### config.mk
export PLATFORM = sky130hd
export DESIGN_NAME = drive_command_status_logic
export DESIGN_NICKNAME = d
export VERILOG_FILES = /design/src/drive_command_status_logic.v /design/src/edge_detect.v /design/src/state_encoder.v
export VERILOG_INCLUDE_DIRS = /design/src /design/src/src
export SDC_FILE = /design/constraint.sdc
export NUM_CORES = 1
export LEC_CHECK = 0
export CAP_MARGIN = 25
export CELL_PAD_IN_SITES_DETAIL_PLACEMENT = 1
export CELL_PAD_IN_SITES_GLOBAL_PLACEMENT = 2
export CORE_ASPECT_RATIO = 1.5
export CORE_MARGIN = 2
export CORE_UTILIZATION = 35
export CTS_BUF_LIST = sky130_fd_sc_hd__clkbuf_8
export DETAILED_ROUTE_END_ITERATION = 12
export DONT_BUFFER_PORTS = 1
export GPL_ROUTABILITY_DRIVEN = 0
export PLACE_DENSITY = 0.77
export SETUP_SLACK_MARGIN = 0.15
export SYNTH_ARGS = -nofsm -noshare
export SYNTH_HDL_FRONTEND = slang
export SYNTH_SLANG_ARGS = --single-unit
### constraint.sdc
create_clock -name clock_in -period 2.2 [get_ports clock_in]
set_clock_uncertainty 0.2 [all_clocks]
set_input_delay 0.44 -clock clock_in [delete_from_list [all_inputs] [get_ports clock_in]]
set_output_delay 0.44 -clock clock_in [all_outputs]
set_load 0.01 [all_outputs]
### src/drive_cmd_regs.vh
`ifndef DRIVE_CMD_REGS_VH
`define DRIVE_CMD_REGS_VH
// object indices
`define STATUS_INDEX 16'h6041
`define COMMAND_INDEX 16'h6040
`define SELECT_INDEX 16'h6060
// command word fields
`define CMD_NEW_TARGET 4
`define CMD_IMMEDIATE 5
`define CMD_RELATIVE 6
`define CMD_FAULT_ACK 7
`define CMD_HALT 8
`define CMD_RESET 16'h0006
// status word fields
`define ST_VOLTAGE 4
`define ST_WARNING 7
`define ST_MOVING 8
`define ST_REMOTE 9
`define ST_GOAL 10
`define ST_LIMIT 11
`define ST_MODE12 12
`define ST_MODE13 13
// state patterns, bits 6,5,3,2,1,0 placed in the word
`define SW_INIT_PENDING 16'h0000
`define SW_LOCKED 16'h0040
`define SW_ARMABLE 16'h0021
`define SW_SWITCHED_ON 16'h0023
`define SW_ENABLED 16'h0027
`define SW_QUICK_STOP 16'h0007
`define SW_FAULT_REACT 16'h000F
`define SW_FAULT 16'h0008
// operating selection codes
`define SEL_POSITION 8'h01
`define SEL_VELOCITY 8'h03
`define SEL_HOMING 8'h06
`endif

### src/drive_command_status_logic.v
`include "drive_cmd_regs.vh"
module drive_command_status_logic (
	// clock and reset
	input wire clock_in,
	input wire reset_in,
	// object access from the fieldbus side
	input wire write_in,
	input wire [15:0] index_in,
	input wire [15:0] write_data_in,
	output reg [15:0] read_data_out,
	// drive conditions from the motion core
	input wire self_test_done_in,
	input wire fault_event_in,
	input wire fault_cause_present_in,
	input wire fault_reaction_done_in,
	input wire critical_fault_in,
	input wire power_stage_on_in,
	input wire quick_stop_done_in,
	input wire warning_in,
	input wire in_motion_in,
	input wire remote_in,
	input wire limit_in,
	input wire goal_reached_in,
	input wire speed_reached_in,
	input wire standstill_in,
	input wire following_error_in,
	input wire limit_switch_clash_in,
	input wire homing_done_in,
	input wire move_done_in,
	// motion requests, power enable, fault clear and object reports
	output reg start_move_out,
	output reg abort_move_out,
	output reg relative_out,
	output reg start_homing_out,
	output reg abort_homing_out,
	output reg braking_out,
	output reg power_enable_out,
	output reg fault_clear_out,
	output reg [7:0] operating_selection_out,
	output reg [15:0] drive_state_report_out,
	output reg [15:0] drive_command_out
);
	localparam ST_INIT = 3'h0;
	localparam ST_LOCKED = 3'h1;
	localparam ST_ARMABLE = 3'h2;
	localparam ST_ON = 3'h3;
	localparam ST_ENABLED = 3'h4;
	localparam ST_QSTOP = 3'h5;
	localparam ST_REACT = 3'h6;
	localparam ST_FAULT = 3'h7;

	reg [2:0] state;
	reg [2:0] next_state;
	reg [15:0] drive_command;
	reg [7:0] operating_selection;
	reg move_active;
	reg move_pending;
	reg ack_flag;
	reg goal_flag;
	reg halt_stopping;
	reg homing_active;
	reg homing_error;
	wire [1:0] rise;
	wire [1:0] fall;
	wire [15:0] pattern;
	wire pos_mode = (operating_selection == `SEL_POSITION);
	wire vel_mode = (operating_selection == `SEL_VELOCITY);
	wire hom_mode = (operating_selection == `SEL_HOMING);
	wire enabled = (state == ST_ENABLED);
	wire halt_bit = drive_command[`CMD_HALT];
	wire cmd_write = write_in && (index_in == `COMMAND_INDEX);
	wire sel_write = write_in && (index_in == `SELECT_INDEX);
	wire [15:0] status_word;

	// state commands decoded from bits 3..0
	function cmd_disable_voltage;
		input [3:0] c;
		cmd_disable_voltage = ~c[1];
	endfunction
	function cmd_quick_stop;
		input [3:0] c;
		cmd_quick_stop = c[1] & ~c[2];
	endfunction
	function cmd_shutdown;
		input [3:0] c;
		cmd_shutdown = c[2] & c[1] & ~c[0];
	endfunction
	function cmd_switch_on;
		input [3:0] c;
		cmd_switch_on = c[2] & c[1] & c[0];
	endfunction

	edge_detect #(
		.WIDTH(2)
	) u_edges (
		.clock_in(clock_in),
		.reset_in(reset_in),
		.level_in({drive_command[`CMD_FAULT_ACK], drive_command[`CMD_NEW_TARGET]}),
		.rise_out(rise),
		.fall_out(fall)
	);

	state_encoder u_enc (
		.state_in(state),
		.pattern_out(pattern)
	);

	// the master keeps new commands back until the state shows
	// the decode below simply follows the held command word
	always @* begin
		next_state = state;
		case (state)
			ST_INIT: begin
				if (self_test_done_in) begin
					next_state = ST_LOCKED;
				end
			end
			ST_LOCKED: begin
				if (cmd_shutdown(drive_command[3:0])) begin
					next_state = ST_ARMABLE;
				end
			end
			ST_ARMABLE: begin
				if (cmd_disable_voltage(drive_command[3:0]) || cmd_quick_stop(drive_command[3:0])) begin
					next_state = ST_LOCKED;
				end else if (cmd_switch_on(drive_command[3:0])) begin
					next_state = ST_ON;
				end
			end
			ST_ON: begin
				if (cmd_disable_voltage(drive_command[3:0]) || cmd_quick_stop(drive_command[3:0])) begin
					next_state = ST_LOCKED;
				end else if (cmd_shutdown(drive_command[3:0])) begin
					next_state = ST_ARMABLE;
				end else if (cmd_switch_on(drive_command[3:0]) && drive_command[3]) begin
					next_state = ST_ENABLED;
				end
			end
			ST_ENABLED: begin
				if (cmd_disable_voltage(drive_command[3:0])) begin
					next_state = ST_LOCKED;
				end else if (cmd_quick_stop(drive_command[3:0])) begin
					next_state = ST_QSTOP;
				end else if (cmd_shutdown(drive_command[3:0])) begin
					next_state = ST_ARMABLE;
				end else if (cmd_switch_on(drive_command[3:0]) && !drive_command[3]) begin
					next_state = ST_ON;
				end
			end
			ST_QSTOP: begin
				if (cmd_disable_voltage(drive_command[3:0]) || quick_stop_done_in) begin
					next_state = ST_LOCKED;
				end
			end
			ST_REACT: begin
				if (fault_reaction_done_in || critical_fault_in) begin
					next_state = ST_FAULT;
				end
			end
			ST_FAULT: begin
				if (rise[1] && !fault_cause_present_in) begin
					next_state = ST_LOCKED;
				end
			end
			default: next_state = ST_INIT;
		endcase
		if (fault_event_in && state != ST_FAULT && state != ST_INIT) begin
			next_state = critical_fault_in ? ST_FAULT : ST_REACT;
		end
	end

	always @(posedge clock_in) begin
		if (reset_in) begin
			state <= ST_INIT;
			drive_command <= `CMD_RESET;
			operating_selection <= `SEL_POSITION;
		end else begin
			state <= next_state;
			if (cmd_write) begin
				drive_command <= write_data_in;
			end
			if (sel_write && (write_data_in[7:0] == `SEL_POSITION || write_data_in[7:0] == `SEL_VELOCITY
				|| write_data_in[7:0] == `SEL_HOMING)) begin
				operating_selection <= write_data_in[7:0];
			end
		end
	end

	// motion sequencing
	always @(posedge clock_in) begin
		if (reset_in) begin
			move_active <= 1'b0;
			move_pending <= 1'b0;
			ack_flag <= 1'b0;
			goal_flag <= 1'b0;
			halt_stopping <= 1'b0;
			homing_active <= 1'b0;
			homing_error <= 1'b0;
			start_move_out <= 1'b0;
			abort_move_out <= 1'b0;
			relative_out <= 1'b0;
			start_homing_out <= 1'b0;
			abort_homing_out <= 1'b0;
			braking_out <= 1'b0;
			fault_clear_out <= 1'b0;
		end else begin
			start_move_out <= 1'b0;
			abort_move_out <= 1'b0;
			start_homing_out <= 1'b0;
			abort_homing_out <= 1'b0;
			fault_clear_out <= rise[1] && !fault_cause_present_in;
			if (!enabled) begin
				move_active <= 1'b0;
				move_pending <= 1'b0;
				homing_active <= 1'b0;
				halt_stopping <= 1'b0;
			end else if (pos_mode) begin
				if (rise[0]) begin
					ack_flag <= 1'b1;
					goal_flag <= 1'b0;
					relative_out <= drive_command[`CMD_RELATIVE];
					if (!move_active || drive_command[`CMD_IMMEDIATE]) begin
						start_move_out <= 1'b1;
						abort_move_out <= move_active;
						move_active <= 1'b1;
					end else begin
						move_pending <= 1'b1;
					end
				end else if (move_active && move_done_in) begin
					if (move_pending) begin
						start_move_out <= 1'b1;
						move_pending <= 1'b0;
					end else begin
						move_active <= 1'b0;
						goal_flag <= 1'b1;
					end
				end
				if (halt_bit && move_active && !halt_stopping) begin
					abort_move_out <= 1'b1;
					halt_stopping <= 1'b1;
					move_pending <= 1'b0;
				end
				if (halt_stopping && standstill_in) begin
					halt_stopping <= 1'b0;
					move_active <= 1'b0;
					goal_flag <= 1'b1;
				end
			end else if (hom_mode) begin
				if (rise[0] && !halt_bit) begin
					start_homing_out <= 1'b1;
					homing_active <= 1'b1;
					homing_error <= 1'b0;
				end else if (homing_active && (fall[0] || halt_bit)) begin
					abort_homing_out <= 1'b1;
					homing_active <= 1'b0;
					homing_error <= halt_bit;
				end else if (homing_active && homing_done_in) begin
					homing_active <= 1'b0;
				end
				if (limit_switch_clash_in) begin
					homing_error <= 1'b1;
				end
			end
			if (!drive_command[`CMD_NEW_TARGET] && !rise[0]) begin
				ack_flag <= 1'b0;
			end
			braking_out <= enabled && halt_bit && (pos_mode ? halt_stopping : 1'b1);
		end
	end

	assign status_word = {2'b00,
		pos_mode ? (following_error_in && move_active) : (hom_mode & homing_error),
		pos_mode ? ack_flag : (vel_mode ? standstill_in : homing_done_in),
		limit_in,
		pos_mode ? goal_flag : speed_reached_in | goal_reached_in & ~vel_mode,
		remote_in,
		in_motion_in,
		warning_in,
		pattern[6:5],
		power_stage_on_in,
		pattern[3:0]};

	// registered outputs
	always @(posedge clock_in) begin
		if (reset_in) begin
			drive_state_report_out <= 16'h0000;
			drive_command_out <= `CMD_RESET;
			operating_selection_out <= `SEL_POSITION;
			power_enable_out <= 1'b0;
			read_data_out <= 16'h0000;
		end else begin
			drive_state_report_out <= status_word;
			drive_command_out <= drive_command;
			operating_selection_out <= operating_selection;
			power_enable_out <= (state == ST_ON) || enabled || (state == ST_QSTOP) || (state == ST_REACT);
			case (index_in)
				`STATUS_INDEX: read_data_out <= status_word;
				`COMMAND_INDEX: read_data_out <= drive_command;
				`SELECT_INDEX: read_data_out <= {8'h00, operating_selection};
				default: read_data_out <= 16'h0000;
			endcase
		end
	end
endmodule

### src/edge_detect.v
// rising and falling detection against the held previous value
module edge_detect #(
	parameter WIDTH = 2
) (
	// clock and reset
	input wire clock_in,
	input wire reset_in,
	// sampled level
	input wire [WIDTH-1:0] level_in,
	// edges
	output wire [WIDTH-1:0] rise_out,
	output wire [WIDTH-1:0] fall_out
);
	reg [WIDTH-1:0] held;
	always @(posedge clock_in) begin
		if (reset_in) begin
			held <= {WIDTH{1'b0}};
		end else begin
			held <= level_in;
		end
	end
	assign rise_out = level_in & ~held;
	assign fall_out = ~level_in & held;
endmodule

### src/state_encoder.v
// maps drive state code onto status word bits 6,5,3..0
`include "drive_cmd_regs.vh"
module state_encoder (
	input wire [2:0] state_in,
	output reg [15:0] pattern_out
);
	always @* begin
		case (state_in)
			3'h0: pattern_out = `SW_INIT_PENDING;
			3'h1: pattern_out = `SW_LOCKED;
			3'h2: pattern_out = `SW_ARMABLE;
			3'h3: pattern_out = `SW_SWITCHED_ON;
			3'h4: pattern_out = `SW_ENABLED;
			3'h5: pattern_out = `SW_QUICK_STOP;
			3'h6: pattern_out = `SW_FAULT_REACT;
			3'h7: pattern_out = `SW_FAULT;
			default: pattern_out = `SW_INIT_PENDING;
		endcase
	end
endmodule

=== Word level (Yosys, flattened, before mapping) ===
Memories as Yosys holds them, arrays and structs flattened. A register that Yosys moved wholly into a read port is not among the register bits.
Index checks and enable logic that the tools add are counted.

* Word-level logic and storage cells: 182
* Register bits: 100
* Memories kept: 1
* Output and inout bits: 64
* Bits in read-only memories: 48

* Reductions and logical operators: 56
* Equality and inequality tests: 28
* Multiplexer cells: 55
* Bitwise gates (word level): 18

{| class="wikitable"
|+ Memories
! name !! depth !! width !! rd ports !! clocked after Yosys merged registers in !! write ports !! RTL line !! text
|-
| (no name shown) || 8 || 6 || 1 || 1 || 0 || state_encoder.v:8 || <nowiki>case (state_in)</nowiki>
|}

{| class="wikitable"
|+ Operators with widths
! kind !! count
|-
| 3-bit 2-to-1 mux || 17
|-
| 16-bit by 15-bit equality test with 1-bit output (second input constant) || 3
|-
| 16-bit case mux with 3 select lines || 1
|-
| 1-bit 2-to-1 mux || 36
|-
| 3-bit case mux with 8 select lines || 1
|-
| 1-bit logical AND || 19
|-
| 3-bit inequality test (second input constant) || 6
|-
| 8-bit by 1-bit equality test with 1-bit output (second input constant) || 2
|-
| 8-bit by 2-bit equality test with 1-bit output (second input constant) || 2
|-
| 8-bit by 3-bit equality test with 1-bit output (second input constant) || 2
|-
| 3-bit nonzero test || 5
|-
| 3-bit equality test (second input constant) || 4
|-
| 4-bit AND reduction || 3
|-
| 1-bit logical OR || 10
|-
| 3-bit AND reduction || 3
|-
| 1-bit inverter || 8
|-
| 8-bit AND reduction || 1
|-
| 1-bit AND || 7
|-
| 1-bit logical NOT || 7
|-
| 3-bit by 2-bit equality test with 1-bit output (second input constant) || 2
|-
| 3-bit by 1-bit inequality test with 1-bit output (second input constant) || 2
|-
| 6-bit by 2-bit inequality test with 1-bit output (second input constant) || 1
|-
| 5-bit inequality test (second input constant) || 1
|-
| 5-bit OR reduction || 1
|-
| 12 further kinds || 13
|}

=== Logic depth before layout (Yosys ltp) ===
* Word-level depth: 11
* Gate-level depth with buffers: 9
* Depth with buffers taken out: 7

=== By module ===
From an unflattened synthesis, not the netlist that was laid out.

* Cell total of the unflattened synthesis: 423
* Area, all modules: 3976.3 sq um

{| class="wikitable"
|+ Modules (own cells, without submodules)
! module !! cells each !! instances !! area an instance (sq um)
|-
| drive_command_status_logic || 395 || 1 || 3753.6
|-
| state_encoder || 20 || 1 || 145.1
|-
| edge_detect || 8 || 1 || 77.6
|}

=== Least setup slack after synthesis ===
Ideal clock, no wire load.

* Path kind: reg2reg
* From: reg state[2]
* To: reg u_enc.pattern_out[1] (netlist name)
* Path slack: -0.138 ns
* Required time: 1.928 ns
* Stages on the path, launching flop included: 8
* Data arrival time: 2.066 ns
* Period minus slack after synthesis: 2.338 ns
* Cells stage by stage: dfxtp_1 buf_6 or3_4 and3_4 or4b_1 mux2_4 a2bb2oi_4 xnor2_1

* Cells in the longest elaborated chain, start to end: 7
* Elaborated cells on any way between the ends: 25
* Those cells by class: eq/ne: 16; mux: 4; reduce/logical: 5

{| class="wikitable"
|+ Ends and longest elaborated chain
! element !! RTL line !! text
|-
| from (decl) || drive_command_status_logic.v:52 || <nowiki>reg [2:0] state;</nowiki>
|-
| from (signal assigned) || drive_command_status_logic.v:178 || <nowiki>state <= next_state;</nowiki>
|-
| 3-bit inequality test || drive_command_status_logic.v:167 || <nowiki>if (fault_event_in && state != ST_FAULT && state != ST_INIT) begin</nowiki>
|-
| 1-bit logical AND (2 in series) || drive_command_status_logic.v:167 ||
|-
| 6-bit by 2-bit inequality test with 1-bit output (no line), or another cell as far along || -- ||
|-
| 8-bit AND reduction (no line) || -- ||
|-
| 3-bit 2-to-1 mux (no line) * (2 in series) || -- ||
|}

Mark *: on every way between the ends. The rest lies on a longest branch, timed or not.
A chain may end at the register's enable or synchronous reset.

=== Final worst setup path ===
* From: reg state[1]
* To: reg u_enc.pattern_out[1] (netlist name)

* Cells in the longest elaborated chain, start to end: 7
* Elaborated cells on any way between the ends: 25
* Those cells by class: eq/ne: 16; mux: 4; reduce/logical: 5

{| class="wikitable"
|+ Ends and longest elaborated chain
! element !! RTL line
|-
| 3-bit inequality test || drive_command_status_logic.v:167
|-
| 1-bit logical AND (2 in series) || drive_command_status_logic.v:167
|-
| 6-bit by 2-bit inequality test with 1-bit output (no line), or another cell as far along || --
|-
| 8-bit AND reduction (no line) || --
|-
| 3-bit 2-to-1 mux (no line) * (2 in series) || --
|}

Marks and branches as above.

==> results.yml <==
cells_and_area:
  stdcell_count: 604
  multi_input_area_um2: 1893
  n_fill_cell: 1198
  layout_commonest_cell: "dfxtp_1"
  final_cell_mix: "dfxtp_1, nand2_1, nor2b_1"
  design_area_um2: 4959
  drive_gt1_share_pct: 25.00
  regArea_um2: 2057
  area_growth_pct: 29.47
  final_nets: 508
  diodes: 0
clock_network:
  cts_buffers: 9
  cts_root_buf: "clkbuf_8"
  htreeDepth: 3
  clockBufferDepth: 2
  clock-sinks: 102
  cts_tree: "done"
  clk_latency_ps: 380
  clk_pin_slew_worst_paths_ps: 100
sta:
  rsz0062_at_grt: "yes"
  hold_viol_final: 0
  drv_slew: 0
  setup_ws_ps: -49.40
  holdWs_ps: 13.65
  period_needed_ps: 2249
  finalSetupViolCount: 5
  fin_crit_sh_pct: 102.2
  fmax_mhz: 444.6
floorplan:
  ios: 117
  die_h_um: 132.1
  row_count: 46
  core_um2: 10650
  start_util_pct: 35.97
  die_w_um: 89.41
  dieArea_um2: 11810
synth:
  synth_edf_count: 0
  ys_seq_area_share_pct: 53.32
  ys_seq_elements: 102
  syn_area_um2: 3830
  yosysWarnings: 0
  synthCells: 403
  synthArstFlopShare_pct: 0
  yosysUniqueCellTypes: 61
  ys.flop_type: "dfxtp_1"
  synth_area_per_cell_um2: 9.504
placement:
  place_ws_ps: -154.8
  hpwlAfterDp_mm: 8.548
  placed_cell_area_um2: 4267
  place_inst: 562
  io_buffers: 0
worst_setup_path:
  ff2ff_path_depth: 6
  regToRegStartpoint: "state[1]"
  r2r-end: "u_enc.pattern_out[1]"
  worstPathArrival_ps: 2360
  worst_setup_path_start_kind: "flip-flop"
  path_max_fanout: 7
  critPathKind: "flip-flop to flip-flop"
  r2r_slack_ps: -50
  critPathCaptureType: "flip-flop"
  required_ps: 2310
grt:
  grt_pass1_wl_mm: 18.74
  grt_antenna_before_repair: 0
  grt_usage_pct: 20.89
  grt_max_degree: 63
  overflow: 0
  grt_pass1_vias: 3479
power:
  ir_drop_mv: 0.4808
  power.leakage_uw: 0.001814
  power.density_nw_per_um2: 873.5
route:
  drt_iter0_markers: 121
  dr.pass1.iters: 4
  viasPerCell: 5.200
  drt.antenna.violating_nets: 0
  wirelength_mm: 12.04
  wire_per_inst_um: 19.94
  drc: 0
  dr_total_vias: 3141
hold_path:
  hold_class: "input pin to flip-flop"
  hold_end: "drive_command[6]"
  holdCritStartpoint: "write_data_in[6]"
  worstHoldPathCells: 2
run_status:
  outcome: "finished with violations"
  violations: "negative setup slack"
run:
  drv_cap: 0
==> sequential cells by signal (all words and copies together) (netlist names), 3 cells and up <==
| register | flops |
|---|---|
| u_enc.pattern_out | 6 |
| drive_command | 16 |
| drive_command_out | 15 |
| read_data_out | 16 |
| state | 3 |
| operating_selection_out | 8 |
| drive_state_report_out | 14 |
| operating_selection | 8 |
==> metal layers <==
layer / vias to the layer above / track usage [%] / part of all wire [%]
met1: 1543 / 22.42 / 38
met2: 86 / 38.44 / 56
met3: 17 / 4.822 / 4.1
li1: 1495 / - / -
met5: - / 0 / 0
met4: 0 / 7.380 / 1.9
==> kinds of logic (layout without fill, tap and decap cells) <==
family	Yosys count	after routing	share of synthesized area, %
compound gates	73	73	13.98
flops	102	102	53.32
mux	8	8	2.254
buf+inv	30	86	3.430
simple gates	187	187	26.46
other cells	1	2	0.09791
xor+xnor	2	2	0.4575
==> critical path: stages (launching register included) <==
cell and delay (ps):
dfxtp_4 380, or3_4 390, and3_4 170, or4b_1 450, mux2_4 300, a2bb2oi_4 160, xnor2_1 130
==> report_power, final <==
part / internal (uW) / leakage, uW / switching, uW / total, uW
registers: 1950 / 0.000826 / 103 / 2050
logic: 534 / 0.000877 / 486 / 1020
clock network: 577 / 0.000110 / 683 / 1260
==> Yosys cell counts, types with 3 or more instances <==
cell type  instances  area, um^2
dfxtp_1          102        2042
nand2_1           47       176.4
nor2b_1           41       256.5
nor2_1            37       138.9
a21oi_1           21       105.1
clkbuf_1          17       63.81
a222oi_1           8       80.08
and2_1             8       50.05
nand3_1            8       40.04
a22oi_1            7       52.55
o21ai_0            7       35.03
inv_1              6       22.52
mux2i_1            6       60.06
nand2b_1           6       37.54
nor3_1             5       25.02
nor4_1             5       31.28
a211o_1            4       35.03
nor3b_1            4       30.03
a31oi_1            3       18.77
buf_2              3       15.01
nor3b_2            3       37.54
nor4b_1            3       26.28
o22ai_1            3       18.77
or2_2              3       18.77
==> metrics by stage <==
step	TNS (ps)	util [%]	power, uW
2_1_floorplan	-339.3	-	2611
3_3_place_gp	-183.0	40.07	2834
3_5_place_dp	-733.4	40.07	2863
4_1_cts	-84.26	45.16	4314
5_1_grt	-506.4	46.57	4529
6_report	-134.0	46.57	4331
==> area by class of cell <==
| cell class | instances | area share (%) |
|---|---|---|
| timing repair buffer | 64 | 11.91 |
| multi-input combinational | 272 | 38.18 |
| inverter | 6 | 0.4542 |
| tap | 144 | 3.634 |
| sequential | 102 | 41.48 |
| clock inverter | 6 | 1.564 |
| clock buffer | 10 | 2.776 |
==> how the worst max path moves through the flow <==
| stage | slack, ps | depth (start not counted) | from | to |
|---|---|---|---|---|
| after floorplan | -100 | 7 | state[0] | u_enc.pattern_out[1] |
| after global placement | -50 | 7 | write_data_in[7] | operating_selection[0] |
| after detailed placement | -150 | 6 | state[1] | u_enc.pattern_out[5] |
| after CTS | -30 | 6 | state[1] | u_enc.pattern_out[1] |
| after global routing | -140 | 6 | state[1] | u_enc.pattern_out[1] |
| final | -50 | 6 | state[1] | u_enc.pattern_out[1] |
==> what timing repair did <==
action                                  in CTS  in global routing
hold buffers                                17                  1
setup buffers                                4                  4
hold endpoints to repair                    62                  1
pin swaps                                    6                 11
endpoints found under the setup margin      20                 17
resized for setup                           22                 25
Note: power is estimated with default switching activity, not from simulation.
